[config.mk]
export PLATFORM = sky130hd
export DESIGN_NAME = pio_bank
export DESIGN_NICKNAME = d
export VERILOG_FILES = /design/src/logic/pio_pkg.sv /design/src/logic/pio_bank.sv
export SDC_FILE = /design/constraint.sdc
export NUM_CORES = 1
export LEC_CHECK = 0
export BUFFER_PORTS_ARGS = -buffer_cell sky130_fd_sc_hd__buf_2
export CORE_ASPECT_RATIO = 1.75
export CORE_UTILIZATION = 50
export CTS_CLUSTER_DIAMETER = 50
export DETAILED_ROUTE_END_ITERATION = 7
export PLACE_DENSITY = 0.73
export SYNTH_ARGS = -nofsm -noshare
export SYNTH_HDL_FRONTEND = slang
export SYNTH_SLANG_ARGS = --single-unit
export TNS_END_PERCENT = 30
[constraint.sdc]
create_clock -name mclk -period 3.2 [get_ports mclk]
set_input_delay 0.48 -clock mclk [delete_from_list [all_inputs] [get_ports mclk]]
set_output_delay 0.48 -clock mclk [all_outputs]
set_load 0.01 [all_outputs]
[src/logic/pio_pkg.sv]
// Package holding the register map, reset patterns and carriers of the parallel port bank.
package pio_pkg;

  // ****************************************************************
  // Register offsets
  // ****************************************************************
  localparam logic [7:0] OFS_PORT0_DATA      = 8'h00;
  localparam logic [7:0] OFS_PORT0_DIRECTION = 8'h01;
  localparam logic [7:0] OFS_PORT1_DATA      = 8'h02;
  localparam logic [7:0] OFS_PORT1_DIRECTION = 8'h03;
  localparam logic [7:0] OFS_PORT2_DATA      = 8'h04;
  localparam logic [7:0] OFS_PORT2_DIRECTION = 8'h06;
  localparam logic [7:0] OFS_PORTA_DATA      = 8'h15;
  localparam logic [7:0] OFS_PORTB_DATA      = 8'h17;
  localparam logic [7:0] OFS_PORT3_DATA      = 8'h20;
  localparam logic [7:0] OFS_PORT4_DATA      = 8'h21;
  localparam logic [7:0] OFS_PORT5_DATA      = 8'h22;
  localparam logic [7:0] OFS_PORT5_DIRECTION = 8'h23;
  localparam logic [7:0] OFS_PORT6_DATA      = 8'h24;
  localparam logic [7:0] OFS_PORT7_DATA      = 8'h25;
  localparam logic [7:0] OFS_PORT7_DIRECTION = 8'h26;
  localparam logic [7:0] OFS_PORT8_DATA      = 8'h27;
  localparam logic [7:0] OFS_PORT8_DIRECTION = 8'h28;
  localparam logic [7:0] OFS_PORT9_DATA      = 8'h29;
  localparam logic [7:0] OFS_PORT9_DIRECTION = 8'h2a;

  // ****************************************************************
  // Port indices, reset values and masks
  // ****************************************************************
  localparam int NUM_PORTS = 12;
  localparam int P_A = 10;
  localparam int P_B = 11;
  localparam logic [7:0] RST_DATA_LOW6   = 8'h3f;
  localparam logic [7:0] RST_DATA_LOW4   = 8'h0f;
  localparam logic [7:0] RST_DATA_ALL    = 8'hff;
  localparam logic [7:0] RST_DIRECTION   = 8'h00;
  localparam logic [7:0] DIR_MASK_PORT5  = 8'h7f;
  localparam logic [7:0] DIR_MASK_PORT8  = 8'hef;
  localparam logic [7:0] DIR_MASK_PORT9  = 8'h07;
  localparam logic [7:0] PORTB_OUT_ONLY  = 8'h0f;
  localparam logic [7:0] PORT8_NO_DRIVE  = 8'h10;
  localparam logic [7:0] READ_NONE       = 8'h00;
  // Ports with a direction register: 0,1,2,5,7,8,9.
  localparam logic [11:0] HAS_DIRECTION  = 12'h3a7;

  // ****************************************************************
  // Carriers
  // ****************************************************************
  typedef struct packed {
    logic [7:0] addr;
    logic [7:0] wdata;
    logic       wr;
    logic       rd;
    logic       latch_rd;
  } pio_bus_t;

  typedef struct packed {
    logic standby_stop;
    logic standby_pin_float_bit;
  } pio_standby_t;

endpackage : pio_pkg

[src/logic/pio_bank.sv]
// Twelve byte-wide parallel I/O ports with data latches and direction registers.
`timescale 1ns/1ps

// Operation
// - Direction one enables driver from latch
// - Direction zero disables driver, pin input
// - Port zero/one direction write-only, read meaningless
// - Normal data read returns pin levels
// - Outputs read latch; inputs hide latch
// - Data writes always store into latch
// - Bit set/clear reads return latch
// - Data latch reset patterns for 3,4,6,A,B
// - Direction registers reset implemented bits zero
// - Direction only on 0,1,2,5,7,8,9; rest open-drain except port B low nibble
// - Port B low nibble output-only; port8 pin4 undriven
// - Bit n controls pin n
// - Twelve independently addressed byte ports
// - Reset leaves other latch bits unchanged
// - Standby float forces high impedance, gates input
module pio_bank (
  // Clock and reset
  input  wire logic                  mclk,
  input  wire logic                  reset_n,
  // Register port
  input  wire pio_pkg::pio_bus_t     bus,
  output logic [7:0]                 rdata,
  // Standby control
  input  wire pio_pkg::pio_standby_t standby,
  // Pins: port n occupies bits 8n+7..8n, port A index 10, port B index 11
  input  wire logic [95:0]           pin_in,
  output logic [95:0]                pin_out,
  output logic [95:0]                pin_oe
);

  // ****************************************************************
  // State
  // ****************************************************************
  logic [7:0]  latch [pio_pkg::NUM_PORTS];
  logic [7:0]  dir   [pio_pkg::NUM_PORTS];
  logic [95:0] pin_meta;
  logic [95:0] pin_sync;
  logic        float_pins;
  logic [7:0]  next_rdata;
  logic [95:0] next_oe;
  logic [95:0] next_out;

  function automatic logic [7:0] port_ofs(input int p);
    case (p)
      0:       port_ofs = pio_pkg::OFS_PORT0_DATA;
      1:       port_ofs = pio_pkg::OFS_PORT1_DATA;
      2:       port_ofs = pio_pkg::OFS_PORT2_DATA;
      3:       port_ofs = pio_pkg::OFS_PORT3_DATA;
      4:       port_ofs = pio_pkg::OFS_PORT4_DATA;
      5:       port_ofs = pio_pkg::OFS_PORT5_DATA;
      6:       port_ofs = pio_pkg::OFS_PORT6_DATA;
      7:       port_ofs = pio_pkg::OFS_PORT7_DATA;
      8:       port_ofs = pio_pkg::OFS_PORT8_DATA;
      9:       port_ofs = pio_pkg::OFS_PORT9_DATA;
      10:      port_ofs = pio_pkg::OFS_PORTA_DATA;
      default: port_ofs = pio_pkg::OFS_PORTB_DATA;
    endcase
  endfunction : port_ofs

  function automatic logic [7:0] dir_ofs(input int p);
    case (p)
      0:       dir_ofs = pio_pkg::OFS_PORT0_DIRECTION;
      1:       dir_ofs = pio_pkg::OFS_PORT1_DIRECTION;
      2:       dir_ofs = pio_pkg::OFS_PORT2_DIRECTION;
      5:       dir_ofs = pio_pkg::OFS_PORT5_DIRECTION;
      7:       dir_ofs = pio_pkg::OFS_PORT7_DIRECTION;
      8:       dir_ofs = pio_pkg::OFS_PORT8_DIRECTION;
      default: dir_ofs = pio_pkg::OFS_PORT9_DIRECTION;
    endcase
  endfunction : dir_ofs

  function automatic logic [7:0] dir_mask(input int p);
    case (p)
      5:       dir_mask = pio_pkg::DIR_MASK_PORT5;
      8:       dir_mask = pio_pkg::DIR_MASK_PORT8;
      9:       dir_mask = pio_pkg::DIR_MASK_PORT9;
      default: dir_mask = 8'hff;
    endcase
  endfunction : dir_mask

  // ****************************************************************
  // Pin synchronisers and standby float level
  // ****************************************************************
  always_ff @(posedge mclk) begin
    pin_meta <= pin_in;
    pin_sync <= pin_meta;
  end

  always_ff @(posedge mclk) begin
    if (!reset_n) begin
      float_pins <= 1'b0;
    end else begin
      float_pins <= standby.standby_stop & standby.standby_pin_float_bit;
    end
  end

  // ****************************************************************
  // Per-port latches and direction registers
  // ****************************************************************
  for (genvar p = 0; p < pio_pkg::NUM_PORTS; p++) begin : g_port
    always_ff @(posedge mclk) begin
      if (!reset_n) begin
        // only the documented bits are loaded, the rest keep their value.
        if (p == 3 || p == 6) begin
          latch[p][5:0] <= pio_pkg::RST_DATA_LOW6[5:0];
        end else if (p == 4) begin
          latch[p][3:0] <= pio_pkg::RST_DATA_LOW4[3:0];
        end else if (p == pio_pkg::P_A || p == pio_pkg::P_B) begin
          latch[p] <= pio_pkg::RST_DATA_ALL;
        end
      end else if (bus.wr && bus.addr == port_ofs(p)) begin
        latch[p] <= bus.wdata;
      end
    end

    always_ff @(posedge mclk) begin
      if (!reset_n) begin
        dir[p] <= pio_pkg::RST_DIRECTION;
      end else if (pio_pkg::HAS_DIRECTION[p] && bus.wr && bus.addr == dir_ofs(p)) begin
        dir[p] <= bus.wdata & dir_mask(p);
      end
    end
  end

  // ****************************************************************
  // Pin drivers
  // ****************************************************************
  always_comb begin
    next_oe  = '0;
    next_out = '0;
    for (int p = 0; p < pio_pkg::NUM_PORTS; p++) begin
      for (int b = 0; b < 8; b++) begin
        if (pio_pkg::HAS_DIRECTION[p]) begin
          next_oe[8*p+b]  = dir[p][b];
          next_out[8*p+b] = latch[p][b];
        end else if (p == pio_pkg::P_B && pio_pkg::PORTB_OUT_ONLY[b]) begin
          // Output-only pins drive their latch level unless the pins are floated.
          next_oe[8*p+b]  = 1'b1;
          next_out[8*p+b] = latch[p][b];
        end else begin
          // Open-drain: pull low on a zero, release on a one.
          next_oe[8*p+b]  = ~latch[p][b];
          next_out[8*p+b] = 1'b0;
        end
      end
    end
    next_oe[64+4] = 1'b0;
    if (float_pins) begin
      next_oe = '0;
    end
  end

  always_ff @(posedge mclk) begin
    if (!reset_n) begin
      pin_oe  <= '0;
      pin_out <= '0;
    end else begin
      pin_oe  <= next_oe;
      pin_out <= next_out;
    end
  end

  // ****************************************************************
  // Read path
  // ****************************************************************
  always_comb begin
    next_rdata = pio_pkg::READ_NONE;
    for (int p = 0; p < pio_pkg::NUM_PORTS; p++) begin
      if (bus.addr == port_ofs(p)) begin
        if (bus.latch_rd) begin
          next_rdata = latch[p];
        end else if (pio_pkg::HAS_DIRECTION[p]) begin
          // Outputs read their latch, inputs their pin; float gates the input.
          next_rdata = (dir[p] & latch[p]) | (~dir[p] & pin_sync[8*p +: 8] & {8{~float_pins}});
        end else begin
          next_rdata = pin_sync[8*p +: 8] & {8{~float_pins}};
        end
      end
      if (pio_pkg::HAS_DIRECTION[p] && p > 1 && bus.addr == dir_ofs(p)) begin
        next_rdata = dir[p];
      end
    end
    // port zero and one direction offsets fall through to zero.
  end

  always_ff @(posedge mclk) begin
    if (!reset_n) begin
      rdata <= '0;
    end else if (bus.rd) begin
      rdata <= next_rdata;
    end else begin
      rdata <= '0;
    end
  end

  // ****************************************************************
  // Assertions
  // ****************************************************************
  a_dir_write_takes: assert property (@(posedge mclk) disable iff (!reset_n)
    bus.wr && bus.addr == pio_pkg::OFS_PORT0_DIRECTION |=> dir[0] == $past(bus.wdata))
    else $error("port0 direction not stored");
  a_oe_follows_dir: assert property (@(posedge mclk) disable iff (!reset_n)
    !float_pins |=> pin_oe[7:0] == $past(dir[0]))
    else $error("port0 enable does not follow direction");
  a_dir0_read_zero: assert property (@(posedge mclk) disable iff (!reset_n)
    bus.rd && bus.addr == pio_pkg::OFS_PORT0_DIRECTION |=> rdata == 8'h00)
    else $error("write-only direction read nonzero");
  a_latch_store: assert property (@(posedge mclk) disable iff (!reset_n)
    bus.wr && bus.addr == pio_pkg::OFS_PORT7_DATA |=> latch[7] == $past(bus.wdata))
    else $error("latch write lost");
  a_latch_read: assert property (@(posedge mclk) disable iff (!reset_n)
    bus.rd && bus.latch_rd && bus.addr == pio_pkg::OFS_PORT2_DATA |=> rdata == $past(latch[2]))
    else $error("bit op read not latch");
  a_reset_porta: assert property (@(posedge mclk) $rose(reset_n) |-> latch[pio_pkg::P_A] == 8'hff)
    else $error("port A reset pattern wrong");
  a_reset_dir: assert property (@(posedge mclk) $rose(reset_n) |-> dir[5] == 8'h00)
    else $error("direction not cleared");
  a_p84_no_drive: assert property (@(posedge mclk) disable iff (!reset_n) !pin_oe[68])
    else $error("port8 pin4 driven");
  a_float_hiz: assert property (@(posedge mclk) disable iff (!reset_n) float_pins |=> pin_oe == '0)
    else $error("standby float not honoured");
  a_read_idle: assert property (@(posedge mclk) disable iff (!reset_n) !bus.rd |=> rdata == 8'h00)
    else $error("read data outside answer cycle");
  c_output_drive: cover property (@(posedge mclk) pin_oe[0] && pin_out[0]);
  c_float: cover property (@(posedge mclk) float_pins);
  c_latch_read: cover property (@(posedge mclk) bus.rd && bus.latch_rd);

  // ****************************************************************
  // Further pin and register checks
  // ****************************************************************
  // Open-drain port A pulls low on a zero and never drives a high level.
  a_porta_open_drain: assert property (@(posedge mclk) disable iff (!reset_n)
    !float_pins |=> pin_oe[87:80] == ~$past(latch[pio_pkg::P_A]))
    else $error("port A open-drain enable wrong");
  a_porta_low_level: assert property (@(posedge mclk) disable iff (!reset_n)
    pin_out[87:80] == 8'h00)
    else $error("port A drives a high level");
  // Port B low nibble drives its latch whenever the pins are not floated.
  a_portb_out_only: assert property (@(posedge mclk) disable iff (!reset_n)
    !float_pins |=> pin_oe[91:88] == 4'hf)
    else $error("port B output-only pins not driven");
  a_portb_out_level: assert property (@(posedge mclk) disable iff (!reset_n)
    1'b1 |=> pin_out[91:88] == $past(latch[pio_pkg::P_B][3:0]))
    else $error("port B output-only level wrong");
  // Unimplemented direction bits never hold a one.
  a_dir5_mask: assert property (@(posedge mclk) disable iff (!reset_n)
    !dir[5][7])
    else $error("port5 bit7 direction set");
  a_dir8_mask: assert property (@(posedge mclk) disable iff (!reset_n)
    !dir[8][4])
    else $error("port8 bit4 direction set");
  a_dir9_mask: assert property (@(posedge mclk) disable iff (!reset_n)
    dir[9][7:3] == 5'h00)
    else $error("port9 upper direction set");
  a_dir1_read_zero: assert property (@(posedge mclk) disable iff (!reset_n)
    bus.rd && bus.addr == pio_pkg::OFS_PORT1_DIRECTION |=> rdata == 8'h00)
    else $error("port1 direction read nonzero");
  a_dir2_readback: assert property (@(posedge mclk) disable iff (!reset_n)
    bus.rd && bus.addr == pio_pkg::OFS_PORT2_DIRECTION |=> rdata == $past(dir[2]))
    else $error("port2 direction read wrong");
  a_reset_portb: assert property (@(posedge mclk) $rose(reset_n) |-> latch[pio_pkg::P_B] == 8'hff)
    else $error("port B reset pattern wrong");
  // A floated input pin reads as zero so an open input cannot leak into software.
  a_float_read_zero: assert property (@(posedge mclk) disable iff (!reset_n)
    float_pins && bus.rd && !bus.latch_rd && bus.addr == pio_pkg::OFS_PORTA_DATA |=> rdata == 8'h00)
    else $error("floated pins not gated on read");
  c_dir_read: cover property (@(posedge mclk) bus.rd && bus.addr == pio_pkg::OFS_PORT2_DIRECTION);
  c_open_drain_low: cover property (@(posedge mclk) pin_oe[80]);

endmodule : pio_bank

After elaboration in Yosys (flattened, before gate mapping)
Memory sizes are Yosys's and may differ from the RTL's.
Cells that the tools add are included.
{ "classes": {"n_eq_ne": 18, "muxes": 121, "n_bitwise": 91, "reduce_logical": 29} }
{ "ops": {"columns": ["op", "n"], "rows": [
  ["two-way mux 8 bit", 45],
  ["bitwise AND 8 bit", 26],
  ["two-way mux 92 bit", 1],
  ["== test 8 x 6 -> 1 bit, second input constant", 11],
  ["two-way mux 1 bit", 60],
  ["inverter 8 bit", 7],
  ["bitwise OR 8 bit", 7],
  ["OR reduction 8 bit", 7],
  ["inverter 1 bit", 38],
  ["two-way mux 4 bit", 8],
  ["logical AND 1 bit", 19],
  ["== test 8 x 2 -> 1 bit, second input constant", 2],
  ["== test 8 x 3 -> 1 bit, second input constant", 2],
  ["== test 8 x 5 -> 1 bit, second input constant", 2],
  ["two-way mux 6 bit", 2],
  ["bitwise OR 1 bit", 12],
  ["two-way mux 2 bit", 5],
  ["== test 8 x 1 -> 1 bit, second input constant", 1],
  ["zero test 8 bit", 1],
  ["AND reduction 2 bit", 1],
  ["OR reduction 2 bit", 1],
  ["bitwise AND 1 bit", 1]
]} }
{ "word_totals": {"reg_bits": 393, "ram_bits": 192, "mem_count": 2} }
{ "mem_list": {"columns": ["name", "words", "word_bits", "rd", "rd_ports_with_merged_regs", "wr", "line_no", "rtl"], "rows": [
  ["dir", 12, 8, 7, 0, 12, "pio_bank.sv:39", "logic [7:0] dir [pio_pkg::NUM_PORTS];"],
  ["latch", 12, 8, 12, 0, 5, "pio_bank.sv:38", "logic [7:0] latch [pio_pkg::NUM_PORTS];"]
]} }

Logic depth before layout (Yosys ltp)
An unclocked memory read counts as a cell.
{ "logic_depth": {"word_depth": 23, "ltp_mapped": 12, "mapped_depth_nobuf": 7} }

Worst setup path before layout
No wires, ideal clock.
{ "synth_path": {"kind": "input to register", "from": "input port bus[14] (netlist bit)", "to": "memory dir[7][0], in the netlist dir[1][24] (enable)", "setup_ps": 384, "t_arrival_ps": 2162, "required_ps": 2816, "slack_ps": 654, "path_stages": 7, "n_path_buf": 4, "cell_sequence": "buf_2 -> nor2b_1 -> clkbuf_1 -> nand2_4 -> clkbuf_1 -> clkbuf_1 -> o21ai_0"} }
{ "synth_lines": {"columns": ["item", "line_no", "rtl"], "rows": [
  ["start: declaration", "pio_bank.sv:25", "input wire pio_pkg::pio_bus_t bus,"],
  ["end: declaration", "pio_bank.sv:39", null]
]} }

Worst setup path in the final report
{ "layout_path": {"from": "register float_pins", "to": "register rdata[0]"} }
{ "layout_between": {"elab_chain_cells": 21} }
{ "layout_rtl": {"columns": ["item", "line_no", "rtl"], "rows": [
  ["start: declaration", "pio_bank.sv:42", "logic float_pins;"],
  ["start signal: assignment", "pio_bank.sv:97", "float_pins <= standby.standby_stop & standby.standby_pin_float_bit;"],
  ["inverter 1 bit *", "pio_bank.sv:178, pio_bank.sv:180", null],
  ["bitwise AND 8 bit", "pio_bank.sv:178", "next_rdata = (dir[p] & latch[p]) | (~dir[p] & pin_sync[8*p +: 8] & {8{~float_pins}});"],
  ["bitwise OR 8 bit", "pio_bank.sv:178", null],
  ["two-way mux 8 bit", "pio_bank.sv:174", "if (bus.latch_rd) begin"],
  ["two-way mux 8 bit (3 in a row)", "pio_bank.sv:173", "if (bus.addr == port_ofs(p)) begin"],
  ["two-way mux 8 bit", "pio_bank.sv:183", "if (pio_pkg::HAS_DIRECTION[p] && p > 1 && bus.addr == dir_ofs(p)) begin"],
  ["two-way mux 8 bit (3 in a row)", "pio_bank.sv:173", null],
  ["two-way mux 8 bit", "pio_bank.sv:183", null],
  ["two-way mux 8 bit (2 in a row)", "pio_bank.sv:173", null],
  ["two-way mux 8 bit", "pio_bank.sv:183", null],
  ["two-way mux 8 bit", "pio_bank.sv:173", null],
  ["two-way mux 8 bit", "pio_bank.sv:183", null],
  ["two-way mux 8 bit", "pio_bank.sv:173", null],
  ["two-way mux 8 bit", "pio_bank.sv:183", null],
  ["two-way mux 8 bit", "pio_bank.sv:173", null],
  ["two-way mux 8 bit *", "pio_bank.sv:173", null],
  ["end signal: assignment", "pio_bank.sv:194", "rdata <= next_rdata;"],
  ["end: declaration", "pio_bank.sv:26", "output logic [7:0] rdata,"]
]} }
Mark *: on every way between the ends. The rest lies on a longest branch, timed or not.
A chain may end at the register's enable or synchronous reset.

==> impl_results.md <==
* Gates resized, CTS repair at 0
* Outcome: finished clean
* Syn. warnings at 0
* Mapped Area at 16200 µm²
* Crit Path Category: register to register
* Initial Util at roughly half
* CP cell instances: buf_4 > o41ai_1 > nand2_1 > a211o_1 > a221oi_2 > o21ai_1 > a2111oi_2
* Fraction of layout cells with a size suffix above 1 at 26.29%
* Per-cell routed wire length at ~24 µm
* H-tree levels at 2
* Antenna violations before repair at 0
* CP max stage cell: o41ai_1
* # fillers at 2504
* Setup Fix Bufs, Post-CTS at 0
* ANT nets after route at 0
* Flops & latches, synth at 492
* Slew Viols, Final at 0
* Worst-Skew Late Latency at 570 ps
* Relative slew margins at 37.89%
* WP buf/inv at 1
* Pre-Repair DR Iteration Count at 6
* Fin Clk Skew at between 20 and 25 ps
* Final Cell Area at a little under 20000 µm²
* First-pass GRT wire length at about 71000 µm
* R2R Setup Slk at 500 ps
* Crit path DAT at between 3000 and 4000 ps
* Final setup margin at 504.6 ps
* Max stage delay on crit path at around 700 ps
* Area growth from synthesis to layout at 20.62%
* Period utilization at between 80% and 90%
* # clock sinks at around 490
* Post-DP HPWL at 36060 µm
* Hold buffers post-CTS at 0
* Syn Inst Count at between 1k and 1.5k
* Die area at ~33000 µm²
* Placed Cells incl. Taps at between 1.5k and 2k
* Crit path max-delay family: compound AO/OA/AOI/OAI gates
* Core area at 31640 µm²
* Routed WL at around 50000 µm
* Routability cong. at between 0.9 and 1
* Mean Syn Cell Area at between 10 and 15 µm²
* CTS Root Cell: clkbuf_16
* Pwr per Cell Area at around 670 nW/µm²
* Highest Clock Rate at about 370 MHz
* Total grt overflow at 0
* RSZ-0062 raised after global routing: no
* Worst min path class: input pin to register
* EDFF count, synth at roughly 150
* Critical Path End Type: register
* Chip Height at 240.1 µm
* Peak VDD IR at 751.3 µV
* Net total in the final layout at around 1.7k
* CP Data Required Time at 3640 ps
* Number of global-route vias before repair at around 11k
* PortBufs at 275
* Synth area leader: dfxtp_1
* Clock Path Buffers at 3
* Leak Pwr at between 8 and 9 nW
* Final hold vios at 0
* Crit path launch type: register
* Min Hold Slack at roughly 15 ps
* CTS tree: yes
* First DRT Iteration DRCs at between 800 and 900
* Chip width at approximately 140 µm
* Post-route DRC at 0
* Boundary Pins at 319
* Ys flop type: dfxtp_1
* Number of endpoints failing setup at the final stage at 0
* Tot Pwr at 13.00 mW
* Async set-reset flop share out of synthesis at 0%
* Placed cell area at 18020 µm²
* Pre-CTS setup slack at approximately 330 ps
* Yosys cell types at 74
* CTS buffer count at 43
* Post-synthesis sequential area ratio at between 60% and 70%
* Vias at between 10k and 15k
* CP max FO at 15
* GRT Util Overall at ~30%
* Worst Tran Pin Value at between 900 and 1000 ps
* Core Util, Final at 61.77%
* Layout Cells excl Fill at slightly above 2k
* Synth top area cells: dfxtp_1 (43%), edfxtp_1 (27%), and2_1 (5.2%), o21ai_0 (2.6%), nor2_1 (2.5%)
* Max cap viols at 0
* Setup TNS Final at 0 ps
* Clock Pin Slew Worst Setup and Hold Paths at 70 ps
* Pin count of the biggest net entering global routing at 50
* Rows at 86
* Tmin final at 2695 ps
* Post-synth top area share at between 40% and 50%
* Vias per cell at approximately 5.5
* Antenna diode count at 0
## routing by layer
metal	share of wire, %	GRT usage [%]	up-vias
met5	0	0	-
met4	6.0	17.98	0
met3	5.6	3.346	143
met2	54	55.73	570
met1	35	31.49	5407
li1	-	-	5211
## Yosys cell counts (3+ instances only)
library cell and count:
a221o_1 9, a2111oi_0 3, a211oi_1 5, o211ai_1 6, or3_1 34, a22o_1 5
clkbuf_8 3, clkbuf_1 58, o21ai_1 15, nor2_1 106, a32oi_1 10, buf_4 46
buf_6 7, o2111ai_1 3, inv_1 19, a31oi_1 7, a21oi_1 55, o21ai_0 83
o22ai_1 3, buf_1 6, nor3_1 10, or4b_1 4, nor2b_1 3, o41ai_1 13
nand2_1 20, edfxtp_1 145, o21a_1 3, nand3_1 41, a22oi_1 15, a221oi_1 21
and2_1 135, and3_1 23, o31ai_1 3, dfxtp_1 347, buf_2 10
## state kept, by name, summed over array words and instances, names as in the netlist
name and count:
float_pins 1, pin_meta 96, pin_sync 96, pin_oe 86
dir 49, rdata 8, pin_out 60, latch 96
## logic make-up after synthesis
| kind of cell | Yosys count | synth area share [%] |
|---|---|---|
| compound gates | 283 | 11.52 |
| buf+inv | 152 | 5.214 |
| flops | 492 | 69.76 |
| other cells | 1 | 0.02315 |
| simple gates | 397 | 13.48 |
## worst register-to-register path, stage by stage, from the launching register on
cell and delay [ps]:
dfxtp_1 410, buf_4 250, o41ai_1 710, nand2_1 120
a211o_1 310, a221oi_2 270, o21ai_1 130, a2111oi_2 380
## report_power, final
part           switching [mW]  total, mW  internal [mW]  leakage [nW]
Sequential              0.131       6.81           6.68          4.27
Combinational           0.494      0.753          0.260          3.11
Clock                    2.33       5.44           3.11         0.754
Total                    2.95       13.0           10.0          8.14
## worst paths after layout
path,start,to,depth (start not counted)
hold / removal,pin_in[47],pin_meta[47],1
hold reg to reg,pin_meta[54],pin_sync[54],0
setup reg to reg,float_pins,rdata[0],7
setup / recovery,float_pins,rdata[0],7
## placed cells by master (no fill, tap or decap), drive strengths merged, types with 3 or more instances in the layout
| master | netlist | routed |
|---|---|---|
| edfxtp | 145 | 145 |
| o2111ai | 3 | 3 |
| a211oi | 5 | 5 |
| o21ai | 98 | 98 |
| o311ai | 3 | 3 |
| nor3 | 12 | 12 |
| o41ai | 13 | 13 |
| o21a | 3 | 3 |
| inv | 21 | 30 |
| and3 | 23 | 23 |
| a31oi | 7 | 7 |
| o211ai | 6 | 6 |
| nand2 | 23 | 23 |
| dfxtp | 347 | 347 |
| a21oi | 55 | 55 |
| o22ai | 3 | 3 |
| clkbuf | 61 | 61 |
| nor2 | 109 | 109 |
| buf | 69 | 346 |
| or3 | 34 | 34 |
| o31ai | 3 | 3 |
| clkinv | 0 | 7 |
| a2111oi | 4 | 4 |
| bufinv | 0 | 3 |
| a221oi | 22 | 22 |
| nor2b | 3 | 3 |
| and2 | 135 | 135 |
| or4b | 4 | 4 |
| a32oi | 10 | 10 |
| a22oi | 15 | 15 |
| a221o | 10 | 10 |
| nand3 | 41 | 41 |
| a22o | 5 | 5 |
| conb | 1 | 43 |
## layout make-up
type	instances	area, µm²	area share (%)
sequential	492	11300	57.83
tap	396	495.5	2.536
inverter	21	78.83	0.4034
clock inverter	19	235.2	1.204
clock buffer	61	1289	6.595
multi-input combinational	723	4217	21.58
timing repair buffer	346	1924	9.848
Power figures use the tool's default switching activity.
